--- config.mk ---
export PLATFORM = sky130hd
export DESIGN_NAME = isscc_ctrl
export DESIGN_NICKNAME = d
export VERILOG_FILES = /design/src/isscc_pkg.sv /design/src/isscc_ctrl.sv
export VERILOG_INCLUDE_DIRS = /design/src
export SDC_FILE = /design/constraint.sdc
export NUM_CORES = 1
export LEC_CHECK = 0
export ABC_AREA = 1
export ABC_CLOCK_PERIOD_IN_PS = 3000
export BUFFER_PORTS_ARGS = -buffer_cell sky130_fd_sc_hd__buf_2
export CORE_UTILIZATION = 26
export CTS_CLUSTER_SIZE = 30
export DETAILED_ROUTE_END_ITERATION = 16
export PLACE_DENSITY = 0.48
export SLEW_MARGIN = 5
export SYNTH_ARGS = -nofsm -noshare
export SYNTH_HDL_FRONTEND = slang
export SYNTH_SLANG_ARGS = --single-unit
--- constraint.sdc ---
create_clock -name clk -period 3 [get_ports clk]
set_input_delay 0.3 -clock clk [delete_from_list [all_inputs] [get_ports clk]]
set_output_delay 0.3 -clock clk [all_outputs]
set_load 0.02 [all_outputs]
--- src/isscc_regs.svh ---
/*
 register map, field positions, reset values and timing floors of the
 two-wire stop/stretch/clock control block.
 assumes: included by bare name from the design module and the testbench.
*/
`ifndef ISSCC_REGS_SVH
`define ISSCC_REGS_SVH

`define ISSCC_CTRL_ADDR 8'h0C
`define ISSCC_CLK_ADDR 8'h0D
`define ISSCC_STAT_ADDR 8'h10
`define ISSCC_MASK_ADDR 8'h11

`define ISSCC_EN 0
`define ISSCC_MST 1
`define ISSCC_MODE 2
`define ISSCC_STRS 4
`define ISSCC_ACK 5
`define ISSCC_START 6
`define ISSCC_STOP 7
`define ISSCC_GCEN 8
`define ISSCC_STREN 9
`define ISSCC_ABORT 15

`define ISSCC_CFG_MASK 16'h0335
`define ISSCC_CTRL_RESET 16'h0000
`define ISSCC_CLK_RESET 16'h0204
`define ISSCC_MIN_LOW 8'h04
`define ISSCC_MIN_HIGH 8'h02
`define ISSCC_GC_ADDR 8'h00

`define ISSCC_EV_STOP 0
`define ISSCC_EV_TIMEOUT 1
`define ISSCC_EV_GCALL 2
`define ISSCC_EV_STRETCH 3
`define ISSCC_EV_ABORT 4
`define ISSCC_EV_START 5
`define ISSCC_NEV 6

`endif

--- src/isscc_pkg.sv ---
/*
 types of the two-wire stop/stretch/clock control block.
 assumes: compiled before the design module.
*/
package isscc_pkg;
    typedef enum logic [2:0] {
        ST_IDLE = 3'h0,
        ST_START = 3'h1,
        ST_LOW = 3'h3,
        ST_HIGH = 3'h2,
        ST_STOP_SETUP = 3'h6,
        ST_STOP_FREE = 3'h7
    } isscc_state_t;
endpackage : isscc_pkg

--- src/isscc_ctrl.sv ---
/*
 control part of a two-wire bus controller: stop generation, start/stop
 checking, timeout, general call response, clock stretching, abort and
 scl low/high timing, with register port and interrupt.
 assumes: open-drain scl/sda resolved outside; timeout limit, address
 match and arbitration loss come from neighbouring logic on clk.
*/
// Design decision made here: the strobed register port.
// Behaviour
// - a stop request makes a stop condition, then the request clears itself
// - in master mode a stop request restarts the timeout timer if enabled
// - timeout before the stop raises the timeout event and clears the request
// - stop request does nothing in slave mode, forced low without master/enable
// - stop written while start pending is ignored and stays low
// - general call address zero answered only when its enable is set
// - stretch enable holds scl low at the selected clock end, else never
// - control register bits 14 to 10 read zero
// - abort reset aborts and resets; only hardware clears it
// - clock register resets to 0204h
// - clock register writable only while no transfer is active
// - scl low lasts low count plus one system clocks
// - master low count below four acts as four
// - scl high lasts high count plus one system clocks
// - master high count below two acts as two
// - in slave mode the clock register is unused and no clock is generated
// - stretch select one holds after the 8th fall, zero after the 9th
// - master select cleared on address match, arbitration loss, general call
`timescale 1ns/1ns
`include "isscc_regs.svh"

module isscc_ctrl
    import isscc_pkg::*;
(
    input wire logic clk,
    input wire logic sys_rst,
    input wire logic [7:0] reg_addr,
    input wire logic [15:0] reg_wdata,
    input wire logic reg_wr,
    input wire logic reg_rd,
    output logic [15:0] reg_rdata,
    input wire logic scl_in,
    output logic scl_out,
    output logic scl_oe,
    input wire logic sda_in,
    output logic sda_out,
    output logic sda_oe,
    input wire logic [7:0] timeout_limit,
    input wire logic address_match_flag,
    input wire logic arbitration_lost_flag,
    output logic transfer_active,
    output logic irq
);
    logic [15:0] cfg;
    logic master_select, start_request, stop_request, abort_reset;
    logic [15:0] scl_timing_control;
    logic [`ISSCC_NEV-1:0] stat, mask;
    logic scl_s1, scl_s2, scl_s3, sda_s1, sda_s2, sda_s3;
    isscc_state_t st;
    logic [7:0] cnt;
    logic eng_scl_low, eng_sda_low;
    logic [8:0] per_cnt;
    logic [7:0] to_bits;
    logic [3:0] rises;
    logic [7:0] shreg;
    logic first_byte, gc_ack, stretch_hold;
    logic [7:0] low_run, high_run;

    // floors only apply when this end generates the clock
    function automatic logic [7:0] isscc_floor(input logic [7:0] v, input logic [7:0] m,
                                               input logic is_mst);
        isscc_floor = (is_mst && v < m) ? m : v;
    endfunction : isscc_floor

    wire controller_enable = cfg[`ISSCC_EN];
    wire ctrl_wr = reg_wr && reg_addr == `ISSCC_CTRL_ADDR;
    wire run = controller_enable && master_select && !abort_reset;
    wire [7:0] lo_eff = isscc_floor(scl_timing_control[7:0], `ISSCC_MIN_LOW, master_select);
    wire [7:0] hi_eff = isscc_floor(scl_timing_control[15:8], `ISSCC_MIN_HIGH, master_select);
    wire [8:0] per_len = {1'b0, lo_eff} + {1'b0, hi_eff} + 9'h002;

    // pins are foreign to clk; only the second and third stages feed logic
    always_ff @(posedge clk or posedge sys_rst) begin
        if (sys_rst) begin
            scl_s1 <= 1'b1;
            scl_s2 <= 1'b1;
            scl_s3 <= 1'b1;
            sda_s1 <= 1'b1;
            sda_s2 <= 1'b1;
            sda_s3 <= 1'b1;
        end else begin
            scl_s1 <= scl_in;
            scl_s2 <= scl_s1;
            scl_s3 <= scl_s2;
            sda_s1 <= sda_in;
            sda_s2 <= sda_s1;
            sda_s3 <= sda_s2;
        end
    end

    wire scl_rise = scl_s2 && !scl_s3;
    wire scl_fall = !scl_s2 && scl_s3;
    wire bus_start = scl_s2 && scl_s3 && sda_s3 && !sda_s2;
    wire bus_stop = scl_s2 && scl_s3 && !sda_s3 && sda_s2;

    wire start_done = run && st == ST_START && cnt == hi_eff;
    wire stop_done = run && st == ST_STOP_FREE && cnt == hi_eff;
    wire timer_on = run && timeout_limit != 8'h00 && (start_request || stop_request);
    wire timeout_evt = timer_on && per_cnt == per_len - 9'h001 && to_bits == timeout_limit;
    wire stop_take = ctrl_wr && reg_wdata[`ISSCC_STOP] && !reg_wdata[`ISSCC_START]
                     && !start_request && controller_enable && master_select;
    wire start_take = ctrl_wr && reg_wdata[`ISSCC_START] && !reg_wdata[`ISSCC_STOP]
                      && !stop_request && controller_enable && master_select;
    wire stretch_pt = scl_fall && cfg[`ISSCC_STREN]
                      && rises == (cfg[`ISSCC_STRS] ? 4'h8 : 4'h9);
    wire gc_evt = scl_fall && rises == 4'h8 && first_byte && !master_select
                  && shreg == `ISSCC_GC_ADDR && cfg[`ISSCC_GCEN];
    wire abort_done = abort_reset && controller_enable;

    // plain configuration bits; ack forced to nack during abort
    always_ff @(posedge clk or posedge sys_rst) begin
        if (sys_rst) begin
            cfg <= `ISSCC_CTRL_RESET;
        end else if (ctrl_wr) begin
            cfg <= reg_wdata & `ISSCC_CFG_MASK;
            if (abort_reset) begin
                cfg[`ISSCC_ACK] <= 1'b1;
            end
        end else if (abort_reset) begin
            cfg[`ISSCC_ACK] <= 1'b1;
        end
    end

    always_ff @(posedge clk or posedge sys_rst) begin
        if (sys_rst) begin
            master_select <= 1'b0;
        end else if (address_match_flag || arbitration_lost_flag || gc_evt) begin
            master_select <= 1'b0;
        end else if (ctrl_wr) begin
            master_select <= reg_wdata[`ISSCC_MST];
        end
    end

    always_ff @(posedge clk or posedge sys_rst) begin
        if (sys_rst) begin
            start_request <= 1'b0;
        end else if (!controller_enable || !master_select || abort_reset) begin
            start_request <= 1'b0;
        end else if (start_done || timeout_evt) begin
            start_request <= 1'b0;
        end else if (start_take) begin
            start_request <= 1'b1;
        end
    end

    always_ff @(posedge clk or posedge sys_rst) begin
        if (sys_rst) begin
            stop_request <= 1'b0;
        end else if (!controller_enable || !master_select) begin
            stop_request <= 1'b0;
        end else if (stop_done || timeout_evt || abort_reset) begin
            stop_request <= 1'b0;
        end else if (stop_take) begin
            stop_request <= 1'b1;
        end
    end

    // abort is a one-cycle reset of the engine, then self-clears
    always_ff @(posedge clk or posedge sys_rst) begin
        if (sys_rst) begin
            abort_reset <= 1'b0;
        end else if (!controller_enable || abort_reset) begin
            abort_reset <= 1'b0;
        end else if (ctrl_wr && reg_wdata[`ISSCC_ABORT]) begin
            abort_reset <= 1'b1;
        end
    end

    always_ff @(posedge clk or posedge sys_rst) begin
        if (sys_rst) begin
            scl_timing_control <= `ISSCC_CLK_RESET;
        end else if (reg_wr && reg_addr == `ISSCC_CLK_ADDR && !transfer_active) begin
            scl_timing_control <= reg_wdata;
        end
    end

    // master clock engine; idles whenever not master
    always_ff @(posedge clk or posedge sys_rst) begin
        if (sys_rst) begin
            st <= ST_IDLE;
            cnt <= 8'h00;
            eng_scl_low <= 1'b0;
            eng_sda_low <= 1'b0;
        end else if (!run || timeout_evt) begin
            st <= ST_IDLE;
            cnt <= 8'h00;
            eng_scl_low <= 1'b0;
            eng_sda_low <= 1'b0;
        end else begin
            case (st)
                ST_IDLE: begin
                    if (start_request) begin
                        eng_sda_low <= 1'b1;
                        cnt <= 8'h00;
                        st <= ST_START;
                    end
                end
                ST_START: begin
                    if (cnt == hi_eff) begin
                        eng_scl_low <= 1'b1;
                        cnt <= 8'h00;
                        st <= ST_LOW;
                    end else begin
                        cnt <= cnt + 8'h01;
                    end
                end
                ST_LOW: begin
                    eng_sda_low <= stop_request;
                    if (stretch_hold) begin
                        cnt <= cnt;
                    end else if (cnt == lo_eff) begin
                        eng_scl_low <= 1'b0;
                        cnt <= 8'h00;
                        st <= (stop_request && eng_sda_low) ? ST_STOP_SETUP : ST_HIGH;
                    end else begin
                        cnt <= cnt + 8'h01;
                    end
                end
                ST_HIGH: begin
                    // far end may hold scl low; count only once it is high
                    // two sync stages have passed by then, so stop two short
                    if (scl_s2) begin
                        if (cnt == hi_eff - 8'h02) begin
                            eng_scl_low <= 1'b1;
                            cnt <= 8'h00;
                            st <= ST_LOW;
                        end else begin
                            cnt <= cnt + 8'h01;
                        end
                    end
                end
                ST_STOP_SETUP: begin
                    if (scl_s2) begin
                        if (cnt == hi_eff) begin
                            eng_sda_low <= 1'b0;
                            cnt <= 8'h00;
                            st <= ST_STOP_FREE;
                        end else begin
                            cnt <= cnt + 8'h01;
                        end
                    end
                end
                ST_STOP_FREE: begin
                    if (cnt == hi_eff) begin
                        st <= ST_IDLE;
                        cnt <= 8'h00;
                    end else begin
                        cnt <= cnt + 8'h01;
                    end
                end
                default: begin
                    st <= ST_IDLE;
                    cnt <= 8'h00;
                end
            endcase
        end
    end

    // timeout in bit periods; restarts on each scl fall and new request
    always_ff @(posedge clk or posedge sys_rst) begin
        if (sys_rst) begin
            per_cnt <= 9'h000;
            to_bits <= 8'h00;
        end else if (!timer_on || scl_fall || stop_take || start_take) begin
            per_cnt <= 9'h000;
            to_bits <= 8'h00;
        end else if (per_cnt == per_len - 9'h001) begin
            per_cnt <= 9'h000;
            to_bits <= to_bits + 8'h01;
        end else begin
            per_cnt <= per_cnt + 9'h001;
        end
    end

    // bus watcher: clock count per byte and first-byte capture
    always_ff @(posedge clk or posedge sys_rst) begin
        if (sys_rst) begin
            rises <= 4'h0;
            shreg <= 8'h00;
            first_byte <= 1'b0;
        end else if (!controller_enable || abort_reset) begin
            rises <= 4'h0;
            first_byte <= 1'b0;
        end else if (bus_start) begin
            rises <= 4'h0;
            first_byte <= 1'b1;
        end else begin
            if (scl_rise) begin
                rises <= (rises == 4'h9) ? 4'h1 : rises + 4'h1;
                if (rises != 4'h8) begin
                    shreg <= {shreg[6:0], sda_s2};
                end
            end
            if (scl_fall && rises == 4'h9) begin
                first_byte <= 1'b0;
            end
        end
    end

    // acknowledge the general call through the 9th clock
    always_ff @(posedge clk or posedge sys_rst) begin
        if (sys_rst) begin
            gc_ack <= 1'b0;
        end else if (!controller_enable || abort_reset || bus_stop) begin
            gc_ack <= 1'b0;
        end else if (gc_evt) begin
            gc_ack <= 1'b1;
        end else if (scl_fall && rises == 4'h9) begin
            gc_ack <= 1'b0;
        end
    end

    // released by any control write, so software must service it
    always_ff @(posedge clk or posedge sys_rst) begin
        if (sys_rst) begin
            stretch_hold <= 1'b0;
        end else if (stretch_pt) begin
            stretch_hold <= 1'b1;
        end else if (ctrl_wr || !cfg[`ISSCC_STREN] || !controller_enable || abort_reset) begin
            stretch_hold <= 1'b0;
        end
    end

    always_ff @(posedge clk or posedge sys_rst) begin
        if (sys_rst) begin
            transfer_active <= 1'b0;
        end else if (!controller_enable || abort_reset || stop_done || timeout_evt) begin
            transfer_active <= 1'b0;
        end else if ((st == ST_IDLE && start_request && run) || bus_start) begin
            transfer_active <= 1'b1;
        end else if (bus_stop && !master_select) begin
            transfer_active <= 1'b0;
        end
    end

    wire [`ISSCC_NEV-1:0] events = {start_done, abort_done, stretch_pt, gc_evt,
                                    timeout_evt, stop_done};
    wire stat_wr = reg_wr && reg_addr == `ISSCC_STAT_ADDR;

    // new events win over a same-cycle write-one clear
    always_ff @(posedge clk or posedge sys_rst) begin
        if (sys_rst) begin
            stat <= '0;
        end else begin
            stat <= (stat & ~(stat_wr ? reg_wdata[`ISSCC_NEV-1:0] : '0)) | events;
        end
    end

    always_ff @(posedge clk or posedge sys_rst) begin
        if (sys_rst) begin
            mask <= '0;
        end else if (reg_wr && reg_addr == `ISSCC_MASK_ADDR) begin
            mask <= reg_wdata[`ISSCC_NEV-1:0];
        end
    end

    always_ff @(posedge clk or posedge sys_rst) begin
        if (sys_rst) begin
            reg_rdata <= 16'h0000;
        end else if (reg_rd) begin
            case (reg_addr)
                `ISSCC_CTRL_ADDR: reg_rdata <= {abort_reset, 5'h00, cfg[9:8], stop_request,
                    start_request, cfg[5:4], 1'b0, cfg[2], master_select, cfg[0]};
                `ISSCC_CLK_ADDR: reg_rdata <= scl_timing_control;
                `ISSCC_STAT_ADDR: reg_rdata <= {transfer_active, 9'h000, stat};
                `ISSCC_MASK_ADDR: reg_rdata <= {10'h000, mask};
                default: reg_rdata <= 16'h0000;
            endcase
        end else begin
            reg_rdata <= 16'h0000;
        end
    end

    assign irq = |(stat & mask);
    assign scl_out = 1'b0;
    assign sda_out = 1'b0;
    assign scl_oe = eng_scl_low || stretch_hold;
    assign sda_oe = eng_sda_low || gc_ack;

    // helper run lengths of the low and high phases
    always_ff @(posedge clk or posedge sys_rst) begin
        if (sys_rst) begin
            low_run <= 8'h00;
            high_run <= 8'h00;
        end else begin
            low_run <= (st == ST_LOW) ? low_run + {7'h00, !stretch_hold} : 8'h00;
            // wire high time from release; sync lag credited as two
            high_run <= (st == ST_HIGH) ? (scl_s2 ? high_run + 8'h01 : 8'h02) : 8'h00;
        end
    end

    property p_stop_forced;
        @(posedge clk) disable iff (sys_rst)
        !(controller_enable && master_select) |=> !stop_request;
    endproperty
    a_stop_forced: assert property (p_stop_forced) else $error("stop request kept");

    property p_stop_refused;
        @(posedge clk) disable iff (sys_rst)
        (ctrl_wr && reg_wdata[`ISSCC_STOP] && start_request && !stop_request)
        |=> !stop_request;
    endproperty
    a_stop_refused: assert property (p_stop_refused) else $error("stop taken");

    property p_stop_clears;
        @(posedge clk) disable iff (sys_rst)
        stop_done |=> !stop_request && !transfer_active ##1 !scl_oe;
    endproperty
    a_stop_clears: assert property (p_stop_clears) else $error("stop not cleared");

    property p_timeout_clears;
        @(posedge clk) disable iff (sys_rst)
        timeout_evt |=> !stop_request && stat[`ISSCC_EV_TIMEOUT] && st == ST_IDLE;
    endproperty
    a_timeout_clears: assert property (p_timeout_clears) else $error("timeout lost");

    property p_clk_locked;
        @(posedge clk) disable iff (sys_rst)
        (reg_wr && reg_addr == `ISSCC_CLK_ADDR && transfer_active)
        |=> $stable(scl_timing_control);
    endproperty
    a_clk_locked: assert property (p_clk_locked) else $error("clock reg written");

    property p_low_time;
        @(posedge clk) disable iff (sys_rst)
        (st == ST_LOW && eng_scl_low) ##1 (st == ST_HIGH)
        |-> $past(low_run) == $past(lo_eff) && $past(lo_eff) >= `ISSCC_MIN_LOW;
    endproperty
    a_low_time: assert property (p_low_time) else $error("scl low time wrong");

    property p_high_time;
        @(posedge clk) disable iff (sys_rst)
        (st == ST_HIGH) ##1 (st == ST_LOW)
        |-> $past(high_run) == $past(hi_eff) && $past(hi_eff) >= `ISSCC_MIN_HIGH;
    endproperty
    a_high_time: assert property (p_high_time) else $error("scl high time wrong");

    property p_master_drop;
        @(posedge clk) disable iff (sys_rst)
        (address_match_flag || arbitration_lost_flag || gc_evt) |=> !master_select;
    endproperty
    a_master_drop: assert property (p_master_drop) else $error("master kept");

    property p_abort_short;
        @(posedge clk) disable iff (sys_rst)
        abort_reset |=> !abort_reset && !transfer_active && st == ST_IDLE;
    endproperty
    a_abort_short: assert property (p_abort_short) else $error("abort stuck");

    property p_stretch_hold;
        @(posedge clk) disable iff (sys_rst)
        stretch_pt |=> scl_oe;
    endproperty
    a_stretch_hold: assert property (p_stretch_hold) else $error("no stretch");

    property p_gc_gated;
        @(posedge clk) disable iff (sys_rst)
        gc_evt |-> cfg[`ISSCC_GCEN] ##1 sda_oe;
    endproperty
    a_gc_gated: assert property (p_gc_gated) else $error("general call gating");

    property p_slave_quiet;
        @(posedge clk) disable iff (sys_rst)
        !master_select |=> st == ST_IDLE && !eng_scl_low;
    endproperty
    a_slave_quiet: assert property (p_slave_quiet) else $error("slave drives clock");
endmodule : isscc_ctrl

==> key figures, run 1 <==
Route
  – Vias: 5351
  – Post-route ant nets: 0
  – Starting DRT DRC Count: 357
  – Drt via density: 4.52
  – DRT Pass-1 Iters: 5
  – DRC viols: 0
  – Routed wire length: 16600 um
  – Wire length per cell: 14.0 um

GRT
  – Antenna violations before repair: 0
  – Number of global-route vias before repair: 5143
  – Global-route wire length before repair: 27500 um
  – GR Overflow Total: 0
  – Largest net degree at the start of global routing: 62
  – GRT Util Overall: 14.7%

Critical path
  – R2r endpoint: st[2]
  – Critical setup path kind: reg2reg
  – Critical path peak fanout: 6
  – Critical Path RT: 3240 ps
  – Nature of the critical path endpoint: register
  – CP startpoint kind: register
  – Reg2Reg Setup Slack: -170 ps
  – Worst r2r src: master_select
  – Worst endpoint data arrival time: 3420 ps
  – Path depth of the worst reg2reg path: 20

STA
  – Worst setup margin: -175 ps
  – Maximum clock rate: 315 MHz
  – Final min period: 3170 ps
  – RSZ-0062 raised after global routing: yes
  – Final setup viols: 28
  – Crit share post-route: 106%
  – Clock Skew: 11.5 ps
  – Slew Viols, Final: 0
  – Final Hold Viols: 0
  – Setup TNS: -2770 ps

Yosys
  – Mux cell area share after synthesis: 0.187%
  – Adder-Cell Fraction of Synth Area: 2.21%
  – Async S/R FF share, synth: 100%
  – Post-synth cell types: 46
  – Post-synth EDFFs: 0
  – Post-Syn Area per Cell: 7.59 um^2
  – Area share of the largest cell type after synthesis: 40.8%
  – Register bit total from synthesis: 106
  – Sequential fraction of the synthesis area: 44.3%
  – Mapped cell area: 6010 um^2
  – Top post-synthesis cells by area: dfrtp_1 41%, nand2_1 11%, inv_1 7.2%, nor2_1 4.9%, o21ai_0 4.6%
  – Largest family of logic cells by synthesized area: simple AND/OR/NAND/NOR gates
  – Post-synthesis xor/xnor area fraction: 3.93%
  – Simple-gate share of the synthesized area: 28.7%
  – Ys Warns: 0
  – Gate Count Post-Synth: 792
  – Cell taking the most area after synthesis: dfrtp_1
  – Synth Area in Compound Gates: 11.4%
  – Synth Flop Type: dfrtp_1

Floorplan
  – DIE WIDTH: 154 um
  – Die ar.: 23700 um^2
  – IO Count: 62
  – Die Span Y: 154 um
  – Core area: 22600 um^2
  – Initial core utilization: 26.6%
  – FP Rows: 55

Layout
  – Post-route insts no fill: 1184
  – Highest-count cells in the layout ignoring fill and taps: 179 x nand2_1, 115 x inv_1, 98 x dfrtp_1, 77 x nor2_1, 59 x buf_2
  – Most common cell after layout, fill and taps aside: nand2_1
  – Layout cells sized above 1: 20.9%
  – Diode count: 0
  – Finished Cell Area: 7460 um^2
  – P&R area growth vs syn: 24.1%
  – # nets final: 944

Power
  – Static Leak: 3.60 nW
  – Peak supply drop: 0.000231 V
  – Pwr dens: 414 nW/um^2

Place
  – Post-DP HPWL: 13000 um
  – Placed Area: 6940 um^2
  – Placed cell count: 1161
  – Placer Congestion: 0.821
  – IO Port Bufs: 59

Clock tree
  – Max H-tree Level: 3
  – CTS clk-pin slew, worst paths: 80 ps
  – CTS Buf Count: 9
  – CTS tree: built
  – Clock sinks: 106
  – CTS root buffer: clkbuf_16
  – CTS Buffer Depth: 2
  – Clk_lat worst skew: 360 ps

Status
  – Failing checks: setup timing
  – Status: complete, but fails checks

Worst hold path
  – Worst Hold End: scl_s1
  – Hold Crit Depth: 1
  – HP Class: in2reg
  – Worst hold start: scl_in

Run
  – Max_cap viols: 0
## registers in the layout, indices dropped and copies added (netlist names), 3 cells and up
register,cells
cfg,6
cnt,8
mask,6
per_cnt,9
reg_rdata,16
rises,4
scl_timing_control,16
shreg,8
st,3
stat,6
to_bits,8
## worst max path at each step
stage | startpoint | end | slack (ps) | cells past startpoint
after global placement | scl_timing_control[9] | to_bits[4] | -100 | 21
final | master_select | st[2] | -170 | 20
after floorplan | scl_timing_control[12] | cnt[2] | 50 | 23
after global routing | scl_timing_control[11] | st[0] | -450 | 19
after detailed placement | scl_timing_control[10] | to_bits[4] | -160 | 19
after CTS | scl_timing_control[10] | st[0] | -140 | 19
## per-stage QoR
stage | power, mW | setup WS [ps] | hold slack [ps] | util, %
global placement | 1.82 | -101 | 339 | 30.7
detailed placement | 1.82 | -157 | 346 | 30.7
finish | 3.09 | -175 | 33.6 | 33.0
global route | 3.23 | -445 | 17.3 | 33.0
floorplan | 1.70 | 54.2 | 304 | -
CTS | 3.13 | -143 | 17.0 | 32.6
## metal layers
| metal | global-route usage [%] | vias to the layer above | routed length [um] |
|---|---|---|---|
| met1 | 21.1 | 2475 | 8430 |
| li1 | - | 2756 | - |
| met2 | 22.5 | 105 | 7400 |
| met3 | 3.24 | 15 | 596 |
| met5 | 0 | - | 0 |
| met4 | 3.38 | 0 | 195 |
## where the power goes
group          switching (mW)  internal, mW  total, mW
Sequential             0.0225          1.47       1.49
Combinational           0.192         0.111      0.303
Clock                   0.618         0.675       1.29
Total                   0.833          2.25       3.09
## synthesized netlist by cell type (all sizes together) (3+ instances only)
master and instances:
inv 121, xor2 21, clkbuf 17, o221ai 3, nor3b 3, dfstp 8
a21oi 30, nand2 189, nand3 44, nand4 17, a221oi 6, o21ai 67
nor4 5, dfrtp 98, nor3 31, nor2 83, buf 5, o22ai 5
ha 9, xnor2 6, or2 9
## logic make-up (layout without fill, tap and decap cells)
group / after synthesis / in the layout
other cells: 1 / 2
simple gates: 384 / 385
xor+xnor: 27 / 27
mux: 1 / 1
flops: 106 / 106
buf+inv: 143 / 248
compound gates: 120 / 120
fa+ha+maj: 10 / 10
## critical path, cell delays in order, from the launching register on
cell     delay (ps)
dfrtp_1         380
inv_1           150
nor2_1           70
nand4_1         130
nand2_1         100
ha_2            190
fa_2            530
xor2_1          150
nand3_1          90
nor2_1           90
nand3_1          80
nor2_1           90
nand3_1         120
nor2_4          160
nand3_4         140
buf_4           180
nand2_1          70
buf_4           140
a21oi_1          50
nand2_1          80
nand2_1          50
## final cells by class
class	instances	area, um^2
Clock buffer	9	225
Fill cell	2413	15200
Multi-Input combinational cell	545	2940
Clock inverter	7	96.3
Tap cell	285	357
Sequential cell	106	2660
Inverter	121	458
Timing Repair Buffer	111	728
## timing repair
item | 4_1_cts | 5_1_grt
pin swaps | 5 | 13
resized for setup | 14 | 20
hold buffers | 1 | 0
buffers inserted | 3 | 2
gates cloned | 1 | 0
setup endpoints to repair | 26 | 34
endpoints found under the hold margin | 11 | 0
No activity file was read; power rests on OpenSTA's default activity.
==> inputs of run 2 (changes only) <==
CORE_UTILIZATION = 33   (was 26)
PLACE_DENSITY = 0.57   (was 0.48)
==> key figures, run 2 (synthesis gave the netlist of run 1 again) <==
Status
  – Status: complete, but fails checks
  – Failing checks: setup timing

Floorplan
  – Die Span Y: 137 um (-11%)
  – Die ar.: 18800 um^2 (-21%)
  – DIE WIDTH: 137 um (-11%)
  – FP Rows: 48 (-13%)
  – Initial core utilization: 34.3% (+7.7 points)
  – IO Count: 62 (unchanged)
  – Core area: 17500 um^2 (-23%)

Layout
  – # nets final: 948 (+0.42%)
  – Final Util: 42.9% (+10 points)
  – Highest-count cells in the layout ignoring fill and taps: 168 x nand2_1, 114 x inv_1, 98 x dfrtp_1, 75 x nor2_1, 59 x buf_2
  – Most common cell after layout, fill and taps aside: nand2_1
  – P&R area growth vs syn: 25.2%
  – Top Registers: reg_rdata: 16 flops, scl_timing_control: 16 flops, per_cnt: 9 flops
  – FILL cells: 1817 (-25%)
  – Layout cells sized above 1: 23.6% (+2.7 points)
  – Diode count: 0 (unchanged)
  – Post-route insts no fill: 1128 (-4.7%)

Route
  – Post-route ant nets: 0 (unchanged)
  – Starting DRT DRC Count: 343 (-3.9%)
  – Drt via density: 4.87 (+7.8%)
  – DRC viols: 0 (unchanged)
  – Routed wire length: 16300 um (-1.9%)
  – Wire length per cell: 14.5 um (+2.9%)
  – DRT Pass-1 Iters: 5 (unchanged)
  – Vias: 5494 (+2.7%)

STA
  – Clock Skew: 9.69 ps (-1.82 ps)
  – Final Hold Viols: 0 (unchanged)
  – Crit share post-route: 106% (+0.21 points)
  – Final setup viols: 20 (-29%)
  – RSZ-0062 raised after global routing: yes
  – Maximum clock rate: 314 MHz (-0.20%)
  – Worst setup margin: -181 ps (-6.25 ps)
  – Slew Viols, Final: 0 (unchanged)
  – Worst-margin pin slew: 937 ps
  – Final min period: 3180 ps (+6.25 ps)
  – Rel. slew slack: 37.4%
  – WHS: 41.7 ps (+8.16 ps)

Place
  – Pre-CTS WS: -234 ps (-77.6 ps)
  – IO Port Bufs: 59 (unchanged)
  – Placer Congestion: 0.904 (+10%)
  – Placed cell count: 1095 (-5.7%)
  – Post-DP HPWL: 12400 um (-4.0%)

GRT
  – Largest net degree at the start of global routing: 44 (-29%)
  – GRT Util Overall: 18.7% (+4.0 points)
  – Global-route wire length before repair: 27200 um (-1.2%)
  – Antenna violations before repair: 0 (unchanged)
  – Number of global-route vias before repair: 5441 (+5.8%)
  – GR Overflow Total: 0 (unchanged)

Critical path
  – CP startpoint kind: register
  – Critical Path RT: 3240 ps (about the same)
  – Critical setup path kind: reg2reg
  – Worst endpoint data arrival time: 3420 ps (about the same)
  – Critical path peak fanout: 8 (+2)
  – Nature of the critical path endpoint: register

Clock tree
  – Cts-stage hold buffer count: 0 (-1)
  – Clk_lat worst skew: 360 ps (about the same)
  – CTS Buffer Depth: 2 (unchanged)
  – Clock sinks: 106 (unchanged)
  – CTS root buffer: clkbuf_16
  – CTS Buf Count: 9 (unchanged)
  – CTS clk-pin slew, worst paths: 70 ps (about the same)
  – CTS tree: built
  – Max H-tree Level: 3 (unchanged)

Power
  – Net Sw Frac: 25.2% (-1.8 points)
  – Pint: 2.29 mW (+1.7%)
  – Logic pwr share: 10.6% (+0.8 points)
  – Peak supply drop: 0.000270 V (+17%)
  – Reg power frac: 48.6% (+0.3 points)
  – Static Leak: 3.72 nW (+3.3%)
  – Overall Power: 3.06 mW (-0.71%)
  – Pwr dens: 407 nW/um^2 (-1.6%)
  – Proportion of power drawn by the clock network: 40.7% (-1.2 points)
  – Net switching power figure: 773 uW (-7.2%)

Worst hold path
  – HP Class: in2reg

Run
  – Max_cap viols: 0 (unchanged)
## run 2: cell types whose count changed in the layout (fill, tap and decap cells not counted), moves of 2 or more
cell	change
inv_6	+2
nand2_2	+4
ha_4	+2
nor2_1	-2
nand2_4	+8
inv_8	-3
nor2_2	+2
buf_6	+4
nor3_2	+2
nor3_1	-2
nand2_1	-11
clkbuf_8	+2
## run 2: power by group through the flow
| stage | sequential [mW] | clock, mW | combinational [mW] |
|---|---|---|---|
| 4_1_cts | 1.49 | 1.28 | 0.321 |
| 5_1_grt | 1.49 | 1.33 | 0.369 |
| 2_1_floorplan | 1.52 | 0 | 0.187 |
| 6_report | 1.49 | 1.25 | 0.326 |
| 3_3_place_gp | 1.52 | 0 | 0.307 |
| 3_5_place_dp | 1.52 | 0 | 0.309 |
## run 2: timing repair
| action | 4_1_cts | 5_1_grt |
|---|---|---|
| setup endpoints to repair | 20 | 35 |
| buffers inserted | 14 | 8 |
| pin swaps | 3 | 13 |
| resized for setup | 24 | 42 |
## run 2: layer usage
metal / vias up / part of all wire, % / GRT usage [%]
met2: 131 / 46 / 30.6
met5: - / 0 / 0
met1: 2591 / 48 / 25.6
met3: 12 / 5.2 / 3.74
met4: 0 / 0.94 / 3.85
li1: 2760 / - / -
## run 2: worst max-delay path, stage by stage (launching register included)
cell and delay (ps):
dfrtp_1 380, nor2_1 110, buf_4 130, nand4_1 200, nand2_2 170, ha_4 140, fa_2 440, xor2_1 160
nand3_1 90, nor2_1 90, nand3_1 80, nor2_1 100, nand3_1 110, nor2_4 130, nand3_4 170, nand3_2 160
nand3_4 120, buf_12 170, nand2_2 50, o21ai_1 60
## run 2: worst paths after layout
kind                                   startpoint  slack (ps)  cells after the start                    end
min                                        scl_in          40                      1                 scl_s1
min in group asynchronous                 sys_rst         130                      2                 cfg[8]
min reg2reg                                sda_s1         360                      0                 sda_s2
max                        scl_timing_control[10]        -180                     19                 cnt[5]
max reg2reg                scl_timing_control[10]        -180                     19                 cnt[5]
max in group asynchronous                 sys_rst        2040                      3  scl_timing_control[9]
## run 2: layout make-up
class	count	area, um^2	area share [%]
clock inverter	5	60.1	0.797
multi-input combinational	544	3020	40.1
tap	225	282	3.74
inverter	121	460	6.11
clock buffer	11	253	3.36
timing repair buffer	116	791	10.5
sequential	106	2660	35.4
## run 2: through the flow
| stage | area [um^2] | TNS [ps] |
|---|---|---|
| global placement | 6810 | -943 |
| CTS | 7350 | -1400 |
| floorplan | 6020 | 0 |
| global route | 7530 | -8590 |
| detailed placement | 6810 | -2290 |
| finish | 7530 | -2180 |
